## src/verilog/io_port_pkg.sv

```systemverilog
// constants and types shared by the remote control port and clock block
`default_nettype none
package io_port_pkg;

  // apb register byte offsets
  localparam logic [7:0] OFS_CMD = 8'h00;
  localparam logic [7:0] OFS_DPTR = 8'h04;
  localparam logic [7:0] OFS_LATCH = 8'h08;
  localparam logic [7:0] OFS_PINS = 8'h0c;
  localparam logic [7:0] OFS_PULLDN = 8'h10;
  localparam logic [7:0] OFS_STAT = 8'h14;
  localparam logic [7:0] OFS_MASK = 8'h18;
  localparam logic [7:0] OFS_CLK = 8'h1c;

  // widths of the ports, the pull-down control and the status register
  localparam int BIT_PORT_W = 8;
  localparam int E_OUT_W = 2;
  localparam int E_IN_W = 3;
  localparam int G_W = 4;
  localparam int PD_W = 3;
  localparam int STAT_W = 2;

  // pull-down control bit positions and the bit-port msb index
  localparam int PD_E0 = 0;
  localparam int PD_E1 = 1;
  localparam int PD_MSB = 2;
  localparam int BIT_MSB = 7;

  // status bit positions
  localparam int ST_WAKE = 0;
  localparam int ST_SKIP = 1;

  // reset values
  localparam logic [BIT_PORT_W-1:0] BIT_LATCH_RST = 8'hff;
  localparam logic [E_OUT_W-1:0] E_LATCH_RST = 2'h3;
  localparam logic [G_W-1:0] G_LATCH_RST = 4'hf;
  localparam logic [PD_W-1:0] PD_RST = 3'h0;

  // clock division
  localparam logic [2:0] SYS_DIV_SLOW_M1 = 3'h7;
  localparam logic [2:0] SYS_DIV_FAST_M1 = 3'h0;
  localparam logic [1:0] INST_DIV_M1 = 2'h3;

  typedef enum logic [3:0] {
    OP_NOP = 4'h0,
    OP_SET_BIT = 4'h1,
    OP_RESET_BIT = 4'h2,
    OP_CLEAR_ALL = 4'h3,
    OP_SKIP_ZERO = 4'h4,
    OP_WRITE_THREE = 4'h5,
    OP_READ_THREE = 4'h6,
    OP_WRITE_NIBBLE = 4'h7,
    OP_READ_NIBBLE = 4'h8,
    OP_WRITE_CARRIER = 4'h9,
    OP_CLOCK_SELECT = 4'ha
  } port_op_t;

  // command word as written to the command register
  typedef struct packed {
    logic [3:0] data;
    logic [3:0] opcode;
  } port_cmd_t;

endpackage
`default_nettype wire

```

## src/verilog/remote_ctrl_io_ports_clocking.sv

```systemverilog
// remote control i/o ports, pull-downs, key-on wakeup, carrier pin and clock derivation
//
// What this block does
// - seven output-only bit-port pins, set or cleared singly or all cleared, open-drain high.
// - the digit pointer picks which bit-port bit set, reset or test acts on.
// - third pin of three-bit port is input only, pulled down, wakes on high.
// - nibble port pins are inputs when latch is 0; pulled down, wake on high.
// - after reset each pin floats until software writes 0 to its latch.
// - pull-down control bit 2 at 0 turns off the bit-port msb pull-down.
// - pull-down control bits 0 and 1 at 0 turn off the pull-downs of three-bit port pins 0 and 1.
// - system clock is oscillator over 8 until clock select, then undivided oscillator.
// - instruction clock is system clock divided by four, base timing of the core.
// - one instruction clock period is one machine cycle.
// - carrier leaves on a push-pull pin gated by the carrier control register.
`default_nettype none
module remote_ctrl_io_ports_clocking (
  // clock and reset
  input wire logic clock,
  input wire logic rst,
  // apb slave
  input wire logic psel,
  input wire logic penable,
  input wire logic pwrite,
  input wire logic [7:0] paddr,
  input wire logic [31:0] pwdata,
  output logic [31:0] prdata,
  output logic pready,
  output logic pslverr,
  // bit port pins, open-drain high side
  input wire logic [io_port_pkg::BIT_PORT_W-1:0] bit_port_io_pin_in,
  output logic [io_port_pkg::BIT_PORT_W-1:0] bit_port_io_pin_out,
  output logic [io_port_pkg::BIT_PORT_W-1:0] bit_port_io_pin_oe,
  // three-bit port pins; bit 2 is the input_only_pin
  input wire logic [io_port_pkg::E_IN_W-1:0] e_pin_in,
  output logic [io_port_pkg::E_OUT_W-1:0] e_pin_out,
  output logic [io_port_pkg::E_OUT_W-1:0] e_pin_oe,
  // nibble port pins
  input wire logic [io_port_pkg::G_W-1:0] g_pin_in,
  output logic [io_port_pkg::G_W-1:0] g_pin_out,
  output logic [io_port_pkg::G_W-1:0] g_pin_oe,
  // pull-down transistor enables: bit-port msb, three-bit port, nibble port
  output logic bit_port_msb_pulldown_en,
  output logic [io_port_pkg::E_IN_W-1:0] e_pulldown_en,
  output logic [io_port_pkg::G_W-1:0] g_pulldown_en,
  // carrier
  input wire logic carrier_src,
  output logic carrier_out,
  // core side
  input wire logic backup_mode,
  output logic wakeup_req,
  output logic system_clock,
  output logic instruction_clock,
  output logic irq
);
  import io_port_pkg::*;

  port_cmd_t cmd;
  logic wr_acc, rd_setup, cmd_wr;
  logic [BIT_PORT_W-1:0] bit_latch_q, bit_armed_q;
  logic [E_OUT_W-1:0] e_latch_q, e_armed_q;
  logic [G_W-1:0] g_latch_q, g_armed_q;
  logic [2:0] dptr_q;
  logic [PD_W-1:0] pd_q;
  logic [3:0] carrier_ctrl_q, result_q;
  logic clk_sel_q, skip_ev, wake_any;
  logic [STAT_W-1:0] stat_q, mask_q, ev;
  logic [2:0] sys_cnt_q;
  logic [1:0] inst_cnt_q;
  logic sys_tick, inst_tick;
  logic [15:0] mcycle_q;
  logic [BIT_PORT_W+E_IN_W+G_W-1:0] raw_in, s1_q, s2_q, s3_q, filt_q;
  logic msb_pin_in, carrier_q, wake_q;
  logic [E_IN_W-1:0] e_in;
  logic [G_W-1:0] g_in;
  logic [E_IN_W-1:0] e_wake_en;
  logic [G_W-1:0] g_wake_en;
  logic msb_wake_en;

  // decoding shared by write accept and error answer
  function automatic logic addr_mapped(input logic [7:0] a);
    case (a)
      OFS_CMD, OFS_DPTR, OFS_LATCH, OFS_PINS, OFS_PULLDN, OFS_STAT, OFS_MASK, OFS_CLK: addr_mapped = 1'b1;
      default: addr_mapped = 1'b0;
    endcase
  endfunction

  // zero wait states: read data is captured in the setup cycle
  assign pready = 1'b1;
  assign pslverr = psel && penable && !addr_mapped(paddr);
  assign wr_acc = psel && penable && pwrite && addr_mapped(paddr);
  assign rd_setup = psel && !penable && !pwrite;
  assign cmd_wr = wr_acc && (paddr == OFS_CMD);
  assign cmd = port_cmd_t'(pwdata[7:0]);

  // pin inputs: three stages, a change counts once stages two and three agree
  assign raw_in = {g_pin_in, e_pin_in, bit_port_io_pin_in};
  always_ff @(posedge clock or posedge rst) begin
    if (rst) begin
      s1_q <= '0;
      s2_q <= '0;
      s3_q <= '0;
      filt_q <= '0;
    end else begin
      s1_q <= raw_in;
      s2_q <= s1_q;
      s3_q <= s2_q;
      for (int i = 0; i < BIT_PORT_W + E_IN_W + G_W; i++) begin
        if (s2_q[i] == s3_q[i]) begin
          filt_q[i] <= s3_q[i];
        end
      end
    end
  end
  assign msb_pin_in = filt_q[BIT_MSB];
  assign e_in = filt_q[BIT_PORT_W +: E_IN_W];
  assign g_in = filt_q[BIT_PORT_W+E_IN_W +: G_W];

  // digit pointer and pull-down control
  always_ff @(posedge clock or posedge rst) begin
    if (rst) begin
      dptr_q <= '0;
      pd_q <= PD_RST;
    end else if (wr_acc && paddr == OFS_DPTR) begin
      dptr_q <= pwdata[2:0];
    end else if (wr_acc && paddr == OFS_PULLDN) begin
      pd_q <= pwdata[PD_W-1:0];
    end
  end

  // bit port latches; armed marks a latch that has once been written 0
  always_ff @(posedge clock or posedge rst) begin
    if (rst) begin
      bit_latch_q <= BIT_LATCH_RST;
      bit_armed_q <= '0;
    end else if (cmd_wr) begin
      case (cmd.opcode)
        OP_SET_BIT: bit_latch_q[dptr_q] <= 1'b1;
        OP_RESET_BIT: begin
          bit_latch_q[dptr_q] <= 1'b0;
          bit_armed_q[dptr_q] <= 1'b1;
        end
        OP_CLEAR_ALL: begin
          bit_latch_q <= '0;
          bit_armed_q <= '1;
        end
        default: bit_latch_q <= bit_latch_q;
      endcase
    end
  end

  // three-bit and nibble port latches, carrier control, clock select
  always_ff @(posedge clock or posedge rst) begin
    if (rst) begin
      e_latch_q <= E_LATCH_RST;
      e_armed_q <= '0;
      g_latch_q <= G_LATCH_RST;
      g_armed_q <= '0;
      carrier_ctrl_q <= '0;
      clk_sel_q <= 1'b0;
    end else if (cmd_wr) begin
      case (cmd.opcode)
        OP_WRITE_THREE: begin
          e_latch_q <= cmd.data[E_OUT_W-1:0];
          e_armed_q <= e_armed_q | ~cmd.data[E_OUT_W-1:0];
        end
        OP_WRITE_NIBBLE: begin
          g_latch_q <= cmd.data;
          g_armed_q <= g_armed_q | ~cmd.data;
        end
        OP_WRITE_CARRIER: carrier_ctrl_q <= cmd.data;
        OP_CLOCK_SELECT: clk_sel_q <= 1'b1;
        default: clk_sel_q <= clk_sel_q;
      endcase
    end
  end

  // input reads and the zero test land in the result register
  assign skip_ev = cmd_wr && cmd.opcode == OP_SKIP_ZERO &&
                   ((dptr_q == 3'(BIT_MSB)) ? !msb_pin_in : !bit_latch_q[dptr_q]);
  always_ff @(posedge clock or posedge rst) begin
    if (rst) begin
      result_q <= '0;
    end else if (cmd_wr && cmd.opcode == OP_READ_THREE) begin
      result_q <= {1'b0, e_in};
    end else if (cmd_wr && cmd.opcode == OP_READ_NIBBLE) begin
      result_q <= g_in;
    end else if (cmd_wr && cmd.opcode == OP_SKIP_ZERO) begin
      result_q <= {3'h0, skip_ev};
    end
  end

  // p-channel open drain: drives high only while armed and latch is 1
  generate
    for (genvar i = 0; i < BIT_PORT_W; i++) begin : g_bit
      assign bit_port_io_pin_out[i] = 1'b1;
      assign bit_port_io_pin_oe[i] = bit_armed_q[i] && bit_latch_q[i];
    end
    for (genvar i = 0; i < E_OUT_W; i++) begin : g_e
      assign e_pin_out[i] = 1'b1;
      assign e_pin_oe[i] = e_armed_q[i] && e_latch_q[i];
    end
    for (genvar i = 0; i < G_W; i++) begin : g_g
      assign g_pin_out[i] = 1'b1;
      assign g_pin_oe[i] = g_armed_q[i] && g_latch_q[i];
    end
  endgenerate

  // pull-downs
  assign bit_port_msb_pulldown_en = pd_q[PD_MSB];
  assign e_pulldown_en = {1'b1, pd_q[PD_E1], pd_q[PD_E0]};
  assign g_pulldown_en = '1;

  // key-on wakeup sources; a driven-high latch would wake itself, so it masks the pin
  assign msb_wake_en = pd_q[PD_MSB] && !bit_latch_q[BIT_MSB];
  assign e_wake_en = {1'b1, pd_q[PD_E1] && !e_latch_q[1], pd_q[PD_E0] && !e_latch_q[0]};
  assign g_wake_en = ~g_latch_q;
  assign wake_any = backup_mode && ((msb_wake_en && msb_pin_in) || |(e_wake_en & e_in) ||
                    |(g_wake_en & g_in));
  always_ff @(posedge clock or posedge rst) begin
    if (rst) begin
      wake_q <= 1'b0;
    end else begin
      wake_q <= wake_any;
    end
  end
  assign wakeup_req = wake_q;

  // carrier pin is push-pull: always driven, low while disabled
  always_ff @(posedge clock or posedge rst) begin
    if (rst) begin
      carrier_q <= 1'b0;
    end else begin
      carrier_q <= carrier_ctrl_q[0] && carrier_src;
    end
  end
  assign carrier_out = carrier_q;

  // system and instruction clock enables derived from the oscillator clock
  assign sys_tick = sys_cnt_q == (clk_sel_q ? SYS_DIV_FAST_M1 : SYS_DIV_SLOW_M1);
  assign inst_tick = sys_tick && inst_cnt_q == INST_DIV_M1;
  always_ff @(posedge clock or posedge rst) begin
    if (rst) begin
      sys_cnt_q <= '0;
    end else if (sys_tick || clk_sel_q || (cmd_wr && cmd.opcode == OP_CLOCK_SELECT)) begin
      // cleared on the select itself so the first fast cycle already ticks
      sys_cnt_q <= '0;
    end else begin
      sys_cnt_q <= sys_cnt_q + 3'h1;
    end
  end
  always_ff @(posedge clock or posedge rst) begin
    if (rst) begin
      inst_cnt_q <= '0;
    end else if (sys_tick) begin
      inst_cnt_q <= inst_cnt_q + 2'h1;
    end
  end
  // machine cycles are counted one per instruction clock, wrapping
  always_ff @(posedge clock or posedge rst) begin
    if (rst) begin
      mcycle_q <= '0;
    end else if (inst_tick) begin
      mcycle_q <= mcycle_q + 16'h1;
    end
  end
  assign system_clock = sys_tick;
  assign instruction_clock = inst_tick;

  // interrupt status: set wins over write-one-to-clear
  assign ev = {skip_ev, wake_any && !wake_q};
  always_ff @(posedge clock or posedge rst) begin
    if (rst) begin
      stat_q <= '0;
    end else if (wr_acc && paddr == OFS_STAT) begin
      stat_q <= (stat_q & ~pwdata[STAT_W-1:0]) | ev;
    end else begin
      stat_q <= stat_q | ev;
    end
  end
  always_ff @(posedge clock or posedge rst) begin
    if (rst) begin
      mask_q <= '0;
    end else if (wr_acc && paddr == OFS_MASK) begin
      mask_q <= pwdata[STAT_W-1:0];
    end
  end
  assign irq = |(stat_q & mask_q);

  // read data registered in the setup cycle
  always_ff @(posedge clock or posedge rst) begin
    if (rst) begin
      prdata <= '0;
    end else if (rd_setup) begin
      case (paddr)
        OFS_DPTR: prdata <= {29'h0, dptr_q};
        OFS_LATCH: prdata <= {14'h0, carrier_ctrl_q, g_latch_q, e_latch_q, bit_latch_q};
        OFS_PINS: prdata <= {20'h0, result_q, g_in, e_in, msb_pin_in};
        OFS_PULLDN: prdata <= {29'h0, pd_q};
        OFS_STAT: prdata <= {30'h0, stat_q};
        OFS_MASK: prdata <= {30'h0, mask_q};
        OFS_CLK: prdata <= {15'h0, mcycle_q, clk_sel_q};
        default: prdata <= '0;
      endcase
    end
  end

  // a write of 0 into the bit port, the only way a latch gets armed
  logic zero_wr_cmd;
  assign zero_wr_cmd = cmd_wr && (cmd.opcode == OP_CLEAR_ALL || cmd.opcode == OP_RESET_BIT);
endmodule
`default_nettype wire

```

## config.mk

```make
export PLATFORM = sky130hd
export DESIGN_NAME = remote_ctrl_io_ports_clocking
export DESIGN_NICKNAME = d
export VERILOG_FILES = /design/src/verilog/io_port_pkg.sv /design/src/verilog/remote_ctrl_io_ports_clocking.sv
export SDC_FILE = /design/constraint.sdc
export NUM_CORES = 1
export LEC_CHECK = 0
export CAP_MARGIN = 20
export CELL_PAD_IN_SITES_DETAIL_PLACEMENT = 1
export CELL_PAD_IN_SITES_GLOBAL_PLACEMENT = 1
export CORE_ASPECT_RATIO = 1.5
export CORE_UTILIZATION = 35
export CTS_BUF_LIST = sky130_fd_sc_hd__clkbuf_4 sky130_fd_sc_hd__clkbuf_8 sky130_fd_sc_hd__clkbuf_16
export DETAILED_ROUTE_END_ITERATION = 16
export DONT_BUFFER_PORTS = 1
export GPL_TIMING_DRIVEN = 0
export HOLD_SLACK_MARGIN = 0.03
export PLACE_DENSITY_LB_ADDON = 0.3
export SLEW_MARGIN = 5
export SYNTH_ARGS = -nofsm -noshare
export SYNTH_HDL_FRONTEND = slang
export SYNTH_SLANG_ARGS = --single-unit
```

## constraint.sdc

```tcl
create_clock -name clock -period 6.6 [get_ports clock]
set_input_delay 1.65 -clock clock [delete_from_list [all_inputs] [get_ports clock]]
set_output_delay 1.65 -clock clock [all_outputs]
set_load 0.03 [all_outputs]
```

**Word-level counts from Yosys, hierarchy flattened**

Memories as Yosys holds them, arrays and structs flattened.
Index checks and enable logic that the tools add are counted.

- Register bits: 155
- Bits in read-only memories: 64
- Bits of input ports: 62
- Output and inout port bits: 75
- Word-level logic and storage cells: 165
- Memories kept: 2

Memory list:

| memory | depth | bits a word | read ports | clocked after Yosys merged registers in | write ports | RTL line | source |
|---|---|---|---|---|---|---|---|
| (name not given) | 32 | 1 | 1 | 0 | 0 | remote_ctrl_io_ports_clocking.sv:81 | `case (a)` |
| (name not given) | 32 | 1 | 1 | 0 | 0 | remote_ctrl_io_ports_clocking.sv:81 |  |

- $add $sub $neg: 3
- $lt $le $gt $ge: 2
- Equality and inequality tests: 28
- Muxes and demuxes: 16
- Bitwise gates (word level): 17
- Reduce and logical (&&, ||, !) cells: 67

Operators with widths:

| operator | count |
|---|---|
| 18-bit case mux with 7 select lines | 1 |
| 1-bit logical AND | 39 |
| 8-bit by 5-bit == test with 1-bit output (second input constant) | 4 |
| 8-bit case mux with 3 select lines | 1 |
| 16-bit by 1-bit adder with 16-bit output (second input constant) | 1 |
| 4-bit by 3-bit == test with 1-bit output (second input constant) | 4 |
| 8-bit by 4-bit == test with 1-bit output (second input constant) | 2 |
| 8-bit bitwise OR | 2 |
| 8-bit case mux with 2 select lines | 1 |
| 2-bit AND reduction | 7 |
| 4-bit == test (second input constant) | 3 |
| 4-bit 2-to-1 mux | 3 |
| 1-bit zero test | 9 |
| 8-bit AND | 1 |
| 1-bit == test | 8 |
| 4-bit by 2-bit == test with 1-bit output (second input constant) | 2 |
| 8-bit by 3-bit == test with 1-bit output (second input constant) | 1 |
| 8-bit zero test | 1 |
| 4-bit inverter | 2 |
| 8-bit inverter | 1 |
| 3-bit 2-to-1 mux | 2 |
| 2-bit bitwise OR | 3 |
| 3-bit nonzero test | 2 |
| 1-bit 2-to-1 mux | 5 |
| other kinds (23) | 28 |

**Depth between registers and ports, before layout**

Gate-level depths: netlist of run 1.

- Word-level depth: 10
- Gate-level depth with buffers: 7
- Gate-level depth less buffers: 5

**Worst setup path after synthesis of run 1**

OpenSTA, ideal clock, no wires.

- Kind: input-to-output
- Start: input port paddr[7]
- End: output port pslverr
- Arrival time: 2327 ps
- Data required time: 4950 ps
- Slack: 2623 ps
- Stages on the path: 3
- Buffers on the path: 0
- Cell sequence: nor3_4 nand2_1 and3_1

- Cells in the longest elaborated chain, start to end: 4

RTL lines:

| item | RTL line | source |
|---|---|---|
| start, declared | remote_ctrl_io_ports_clocking.sv:24 | `input wire logic [7:0] paddr,` |
| 3-bit zero test | remote_ctrl_io_ports_clocking.sv:81 |  |
| 1-bit 2-to-1 mux | remote_ctrl_io_ports_clocking.sv:81 |  |
| 1-bit zero test | remote_ctrl_io_ports_clocking.sv:89 | `assign pslverr = psel && penable && !addr_mapped(paddr);` |
| 1-bit logical AND | remote_ctrl_io_ports_clocking.sv:89 |  |
| end, declared | remote_ctrl_io_ports_clocking.sv:28 | `output logic pslverr,` |

No other way between the ends.

**Final worst setup path of run 1**

Ends and elaborated chain as after synthesis.

==> results of run 1 <==
[Yosys cell counts, types with 11 or more instances]
cell type	count
nor2_1	14
clkbuf_1	13
xnor2_1	13
o21bai_1	16
a22o_1	11
dfstp_2	14
dfrtp_1	106
o21ai_0	32
mux2_2	21
buf_4	35
o2bb2ai_1	11
and2_1	17
nand2_1	32
a22oi_1	18
[layer usage]
metal | global-route usage (%) | vias to the layer above | wire length (um) | share of wire (%)
li1 | - | 1747 | - | -
met5 | 0 | - | 0 | 0
met3 | 5.320 | 40 | 864 | 6.0
met2 | 32.51 | 132 | 7316 | 50
met1 | 21.57 | 1950 | 5689 | 39
met4 | 11.29 | 0 | 619 | 4.3
[placed cells by master, fill, tap and decap left out, types with 11 or more instances in the layout]
cell type  instances
o21bai_1          16
dfrtp_1          106
clkbuf_16         17
dfstp_2           14
and2_1            17
nand2_1           32
a22oi_1           18
buf_4             35
o2bb2ai_1         11
mux2_2            21
a22o_1            11
clkbuf_1          13
xnor2_1           13
o21ai_0           32
conb_1            34
nor2_1            14
[worst min-delay path by stage]
stage / depth (start not counted) / start / end / slack, ps
3_5_place_dp: 0 / s1_q[9] / s2_q[9] / 340
6_report: 0 / s1_q[8] / s2_q[8] / 340
5_1_grt: 0 / s1_q[7] / s2_q[7] / 360
2_1_floorplan: 0 / s1_q[10] / s2_q[10] / 330
3_3_place_gp: 0 / s1_q[8] / s2_q[8] / 330
4_1_cts: 0 / s1_q[8] / s2_q[8] / 340
[sequential cells by signal (all words and copies together), names as in the netlist, 8 cells and up]
register	count
bit_armed_q	8
bit_latch_q	8
filt_q	8
s1_q	8
s2_q	8
prdata	18
mcycle_q	16
s3_q	8
[kinds of logic after synthesis]
| group | count (synthesis) |
|---|---|
| AO/OA/AOI/OAI | 112 |
| XOR/XNOR | 17 |
| adder cells (fa/ha/maj) | 11 |
| buffers and inverters | 63 |
| flip-flops | 120 |
| multiplexers | 28 |
| other | 2 |
| AND/OR/NAND/NOR | 122 |
[power groups by stage]
stage          Combinational [mW]  Sequential [mW]  Clock [mW]
2_1_floorplan               0.108            0.804           0
3_3_place_gp                0.122            0.813           0
3_5_place_dp                0.131            0.816           0
4_1_cts                     0.132            0.803       0.955
5_1_grt                     0.145            0.807       0.987
6_report                    0.130            0.803       0.940
[worst register-to-register path: cells and delay by family (launching register included)]
family | cells | cell delay (ps)
buffers and inverters | 1 | 150
xor gates and xnor gates | 1 | 150
and+or+nand+nor | 3 | 970
AOI/OAI and AO/OA | 1 | 430
DFF | 1 | 410
[stage by stage]
step / setup slack, ps / power, mW
floorplan: 1787 / 0.9118
global placement: 575.3 / 0.9345
detailed placement: 2437 / 0.9464
CTS: 2432 / 1.890
global route: 2384 / 1.939
finish: 2420 / 1.873
[area by class of cell]
cell class	instances	share of cell area, %
clock inverter	12	2.156
sequential	120	46.48
inverter	10	0.6546
tap	199	3.831
buffer	53	5.372
timing repair buffer	1	0.4236
multi-input combinational	324	34.00
clock buffer	20	7.085
==> results.md, run 1 <==
- Layout Cells excl Fill: 739
- Initial drt markers: 148
- MaxCap Viol Count: 0
- CP Buf/Inv Count: 0
- DRT Pass-1 Iters: 4
- DRT antenna net count: 0
- Synth Area in XOR/XNOR: 2.845%
- Clk Latency, worst-skew pair: 420 ps
- Slowest stage cell, crit path: and3_1
- Post-synthesis mux area share: 5.577%
- CTS tree: yes
- # diodes: 0
- Layout cell share with drive strength beyond 1: 22.41%
- Netlist Area Pre-Place: 0.005497 mm^2
- #FFs+latches synth: 120
- HP Class: register to register
- Sequential power share: 42.9%
- First-pass GRT wire length: 23460 um
- Multi-input combinational cell area: 0.002210 mm^2
- Fill cells: 1658
- VDD IR max: 0.0001310 V
- Starting density of the core: 36.14%
- Register area share after synthesis: 54.95%
- LEAKAGE: 2.821 nW
- Largest family of logic cells by synthesized area: compound AO/OA/AOI/OAI gates
- Clock transition at the registers of the reported paths: 60 ps
- Clk sinks: 120
- Arr. time, crit path: 2530 ps
- Critical Path RT: 4950 ps
- Setup bufs post-CTS: 0
- CTS Buf Count: 17
- I/O Buffers: 0
- Final Cycle Share: 63.33%
- Ys Warns: 0
- Die area: 0.01622 mm^2
- Die Y: 155.5 um
- Crit path from: paddr[7]
- Status: completed
- # nets final: 592
- RSZ-0062 raised after global routing: no
- Cell family with most CP delay: simple AND/OR/NAND/NOR gates
- Crit path launch type: primary input
- Slowest stage delay, CP: 340 ps
- Post-Synth Adder-Cell Area: 2.140%
- Syn Inst Count: 475
- Post-Synth Simple-Gate Area: 12.98%
- Combinational share of power: 6.9%
- Cell Rows: 55
- RR Startpoint: sys_cnt_q[0]
- DR DRC count: 0
- Final Cell Area: 0.006499 mm^2
- Setup Total Neg Slack: 0 ps
- Setup violators final: 0
- Post-synth cell types: 57
- Avg Inst Size Synth: 11.57 um^2
- Gr usage total: 19.20%
- Antenna violations before repair: 0
- Critical path endpoint: pslverr
- Area of the core: 0.01521 mm^2
- Fin Hold WS: 341.4 ps
- Crit Reg-Reg Endpoint: mcycle_q[7]
- Switching Power: 0.4677 mW
- CTS hold repair buffers: 0
- Largest net degree at the start of global routing: 71
- Placer Congestion: 0.9198
- Critical path type: primary input to output pin
- Grt ovf: 0
- CP endpoint kind: output pin
- Htree depth: 4
- Post-synth top area cell: dfrtp_1
- Top Ports: 137
- Ys flop type: dfrtp_1
- F_max: 239.2 MHz
- Detail Placement HPWL: 10670 um
- Root buf cell: clkbuf_16
- WL final: 14490 um
- Layout area overhead: 18.23%
- Switching power as a share of total power: 24.97%
- R2r worst-path depth: 6
- Tmin final: 4180 ps
- Clock power share: 50.2%
- Synth top area share: 48.26%
- Worst Skew: 10.17 ps
- Relative slew margins: 59.62%
- Wire per inst: 19.61 um
- Worst-path maximum fanout: 8
- Worst path depth: 3
- Final core occ: 42.73%
- Worst reg-to-reg setup slack: 4380 ps
- Final Max Slew Viols: 0
- Cell Chain, Critical Path: nor3_4 > nand2_1 > and3_1
- Via density: 5.235
- Final Hold Fails: 0
- Via count: 3869
- Placed cell count: 707
- Die Wd: 104.3 um
- Vias in the first global route: 4109
- Most area-consuming cells after synthesis: dfrtp_1 (48%), dfstp_2 (6.7%), buf_4 (4.8%)
- Register Area: 0.003020 mm^2
- Dpl cell area: 0.005898 mm^2
- Compound-Gate Fraction of Synth Area: 14.34%
- EDFF count, synth: 0
- Maximum buffer depth of the clock tree: 2
- Ys async rst share: 100.0%
- Worst slew pin tran: 604.4 ps
- Internal Power: 1.405 mW
- CTS resizes: 0
- Power density over cell area: 288.2 mW/mm^2
Note: power is estimated with default switching activity, not from simulation.
==> inputs of run 2 (changes only) <==
--- a/config.mk
+++ b/config.mk
@@ -5,6 +5,7 @@
 export SDC_FILE = /design/constraint.sdc
 export NUM_CORES = 1
 export LEC_CHECK = 0
+export ABC_AREA = 1
 export CAP_MARGIN = 20
 export CELL_PAD_IN_SITES_DETAIL_PLACEMENT = 1
 export CELL_PAD_IN_SITES_GLOBAL_PLACEMENT = 1
==> constraint.sdc (replaced) <==
create_clock -name clock -period 3.7 [get_ports clock]
set_input_delay 0.925 -clock clock [delete_from_list [all_inputs] [get_ports clock]]
set_output_delay 0.925 -clock clock [all_outputs]
set_load 0.03 [all_outputs]
==> run 2 against run 1 <==
  * Wire length grew 14%
  * Sequential share of layout area fell by 2.7 points
  * Sequential power is 69% higher
  * Non-clock buffer count is 3 lower
  * Utilization decreased by 0.47 points
  * Flip-flop and latch count is the same
  * Clock-buffer cell count is 3 lower
  * Final cell count up 32%
  * Clock skew hardly changed
  * Clock power rose by 78%
  * Synthesized cell count increased by 47%
  * Die area up 6.7%
  * Critical endpoint is now instruction_clock
  * Largest cell class unchanged
  * Largest power group unchanged
  * Highest routed layer unchanged
==> results.md, run 2 <==
- Status: completed (unchanged)
- Post-synth cell types: 39 (was 57)
- Htree depth: 4 (unchanged)
- Slowest stage cell, crit path: dfrtp_1 (was and3_1)
- Worst-path maximum fanout: 10 (was 8)
- Via density: 4.838 (was 5.235)
- Setup violators final: 0 (unchanged)
- CP endpoint kind: output pin (unchanged)
- Synth top area share: 45.20% (was 48.26%)
- # nets final: 819 (was 592)
- Initial drt markers: 157 (was 148)
- Synth cell count leaders: nand2_1 (188), dfrtp_1 (106), inv_1 (86) (was dfrtp_1 (106), buf_4 (35), nand2_1 (32), o21ai_0 (32), mux2_2 (21))
- Antenna violations before repair: 0 (unchanged)
- Ys Warns: 0 (unchanged)
- Final core occ: 42.27% (was 42.73%)
- CTS tree: yes (unchanged)
- Layout area overhead: 17.63% (was 18.23%)
- Setup bufs post-CTS: 0 (unchanged)
- Most used cell, CP: nand2_1
- Reg with most FFs: prdata (unchanged)
- CP Buf/Inv Count: 2 (was 0)
- Via count: 4707 (was 3869)
- Syn Inst Count: 700 (was 475)
- Final Cell Area: 0.006903 mm^2 (was 0.006499 mm^2)
- Worst Skew: 9.998 ps (was 10.17 ps)
- Starting density of the core: 35.93% (was 36.14%)
- Area of the core: 0.01633 mm^2 (was 0.01521 mm^2)
- Crit path launch type: register (was primary input)
- Clock transition at the registers of the reported paths: 60 ps (about the same)
- Cell Rows: 57 (was 55)
- Netlist Area Pre-Place: 0.005868 mm^2 (was 0.005497 mm^2)
- Final Hold Fails: 0 (unchanged)
- Die area: 0.01730 mm^2 (was 0.01622 mm^2)
- CTS Buf Count: 17 (unchanged)
- RSZ-0062 raised after global routing: no (unchanged)
- CTS hold repair buffers: 0 (unchanged)
- Cell Chain, Critical Path: inv_1 > nand2_1 > o21ai_0 > nand2_1 > nor2_4 > buf_2 (was nor3_4 > nand2_1 > and3_1)
- # diodes: 0 (unchanged)
- Relative slew margins: 61.07% (was 59.62%)
- Root buf cell: clkbuf_16 (unchanged)
- Ys async rst share: 100.0% (unchanged)
- Clk sinks: 120 (unchanged)
- Fin Hold WS: 284.0 ps (was 341.4 ps)
- Worst path depth: 6 (was 3)
- Biggest regs: prdata x18, mcycle_q x16 (unchanged)
- Placer Congestion: 0.7998 (was 0.9198)
- CTS resizes: 0 (unchanged)
- Largest net degree at the start of global routing: 41 (was 71)
- Worst slew pin tran: 583.9 ps (was 604.4 ps)
- Placed cell count: 941 (was 707)
- EDFF count, synth: 0 (unchanged)
- #FFs+latches synth: 120 (unchanged)
- Critical Path RT: 2770 ps (was 4950 ps)
- Dpl cell area: 0.006310 mm^2 (was 0.005898 mm^2)
- HP Class: primary input to asynchronous set/reset pin (was register to register)
- Die Wd: 107.7 um (was 104.3 um)
- Avg Inst Size Synth: 8.383 um^2 (was 11.57 um^2)
- WL final: 16570 um (was 14490 um)
- Top Ports: 137 (unchanged)
- Clk Latency, worst-skew pair: 430 ps (was 420 ps)
- LEAKAGE: 3.426 nW (was 2.821 nW)
- Critical path type: register to output pin (was primary input to output pin)
- Gr usage total: 20.68% (was 19.20%)
- Ys flop type: dfrtp_1 (unchanged)
- Setup Total Neg Slack: 0 ps (unchanged)
- Commonest non-fill, non-tap cell in the layout: nand2_1 (was dfrtp_1)
- DRT antenna net count: 0 (unchanged)
- Final Max Slew Viols: 0 (unchanged)
- Register area share after synthesis: 51.47% (was 54.95%)
- Commonest cells after routing, fill and taps aside: nand2_1 (188), dfrtp_1 (106), inv_1 (85) (was dfrtp_1 (106), buf_4 (35), conb_1 (34))
- Grt ovf: 0 (unchanged)
- Detail Placement HPWL: 12780 um (was 10670 um)
- MaxCap Viol Count: 0 (unchanged)
- DRT Pass-1 Iters: 4 (unchanged)
- First-pass GRT wire length: 26990 um (was 23460 um)
- Final Cycle Share: 80.30%
- VDD IR max: 0.0002786 V (was 0.0001310 V)
- F_max: 336.6 MHz
- Slowest stage delay, CP: 420 ps (was 340 ps)
- Post-synth top area cell: dfrtp_1 (unchanged)
- Tmin final: 2971 ps
- Count leader, synth: nand2_1 (was dfrtp_1)
- Layout Cells excl Fill: 973 (was 739)
- Power density over cell area: 463.5 mW/mm^2 (was 288.2 mW/mm^2)
- Wire per inst: 17.03 um (was 19.61 um)
- Die Y: 160.6 um (was 155.5 um)
- Maximum buffer depth of the clock tree: 2 (unchanged)
- Vias in the first global route: 5170 (was 4109)
- DR DRC count: 0 (unchanged)
- Layout cell share with drive strength beyond 1: 13.95% (was 22.41%)
- Most area-consuming cells after synthesis: dfrtp_1 (45%), nand2_1 (12%), dfstp_2 (6.3%) (was dfrtp_1 (48%), dfstp_2 (6.7%), buf_4 (4.8%))
- Flip-flop count of the largest register after layout: 18 (unchanged)
- R2r worst-path depth: 9 (was 6)
- Cell family with most CP delay: simple AND/OR/NAND/NOR gates (unchanged)
- I/O Buffers: 0 (unchanged)
- Arr. time, crit path: 2050 ps (was 2530 ps)
## run 2: cell count changes after synthesis, sizes merged, moves of 18 or more
cell / previous run / this run
o21ai: 32 / 62
nor2: 14 / 56
mux2: 21 / 0
a22oi: 18 / 0
nand2: 32 / 190
inv: 10 / 88
nand3: 8 / 54
## run 2: cells by family after synthesis
kind of cell,count (synthesis),share of synthesized area [%]
other cells,2,0.1280
compound gates,87,8.380
xor+xnor,16,2.388
flops,120,51.47
simple gates,326,24.24
fa+ha+maj,11,2.004
buf+inv,138,11.39
## run 2: routing by layer
metal  vias up  GRT usage (%)  routed length, um
met5         -              0                  0
met4         0          8.032                384
met3        24          4.830                576
met2        88          38.69               9309
met1      2323          21.84               6298
li1       2272              -                  -
## run 2: area by class of cell
type | instances | area [um^2]
fill | 1947 | 9429
multi-input combinational | 474 | 2300
sequential | 120 | 3020
timing repair buffer | 3 | 60.06
tap | 206 | 257.7
clock buffer | 17 | 425.4
buffer | 48 | 329.1
clock inverter | 15 | 167.7
inverter | 90 | 342.8
## run 2: report_power, final
part / internal (mW) / leakage (nW) / switching [mW]
clock network: 1.00 / 0.279 / 0.661
logic: 0.0497 / 1.66 / 0.120
registers: 1.34 / 1.48 / 0.0267
## run 2: path summary, 6_finish.rpt
kind | startpoint | to | slack, ps
max | clk_sel_q | instruction_clock | 730
min | rst | s2_q[14] | 280
max reg2reg | clk_sel_q | mcycle_q[11] | 1740
min reg2reg | s1_q[11] | s2_q[11] | 350
max in group asynchronous | rst | bit_latch_q[7] | 2610
min in group clock | s1_q[11] | s2_q[11] | 350
## run 2: through the flow
step,total power [mW],setup WS (ps)
after floorplan,1.513,1317
after detailed placement,1.558,1151
after CTS,3.232,696.4
final,3.200,729.0
after global routing,3.310,550.4
after global placement,1.545,656.3
## run 2: worst reg2reg max path, delay by kind of cell (launching register included)
kind	cells	cell delay, ps
compound gates	1	80
simple gates	7	1250
flops	1	420
buf+inv	1	130
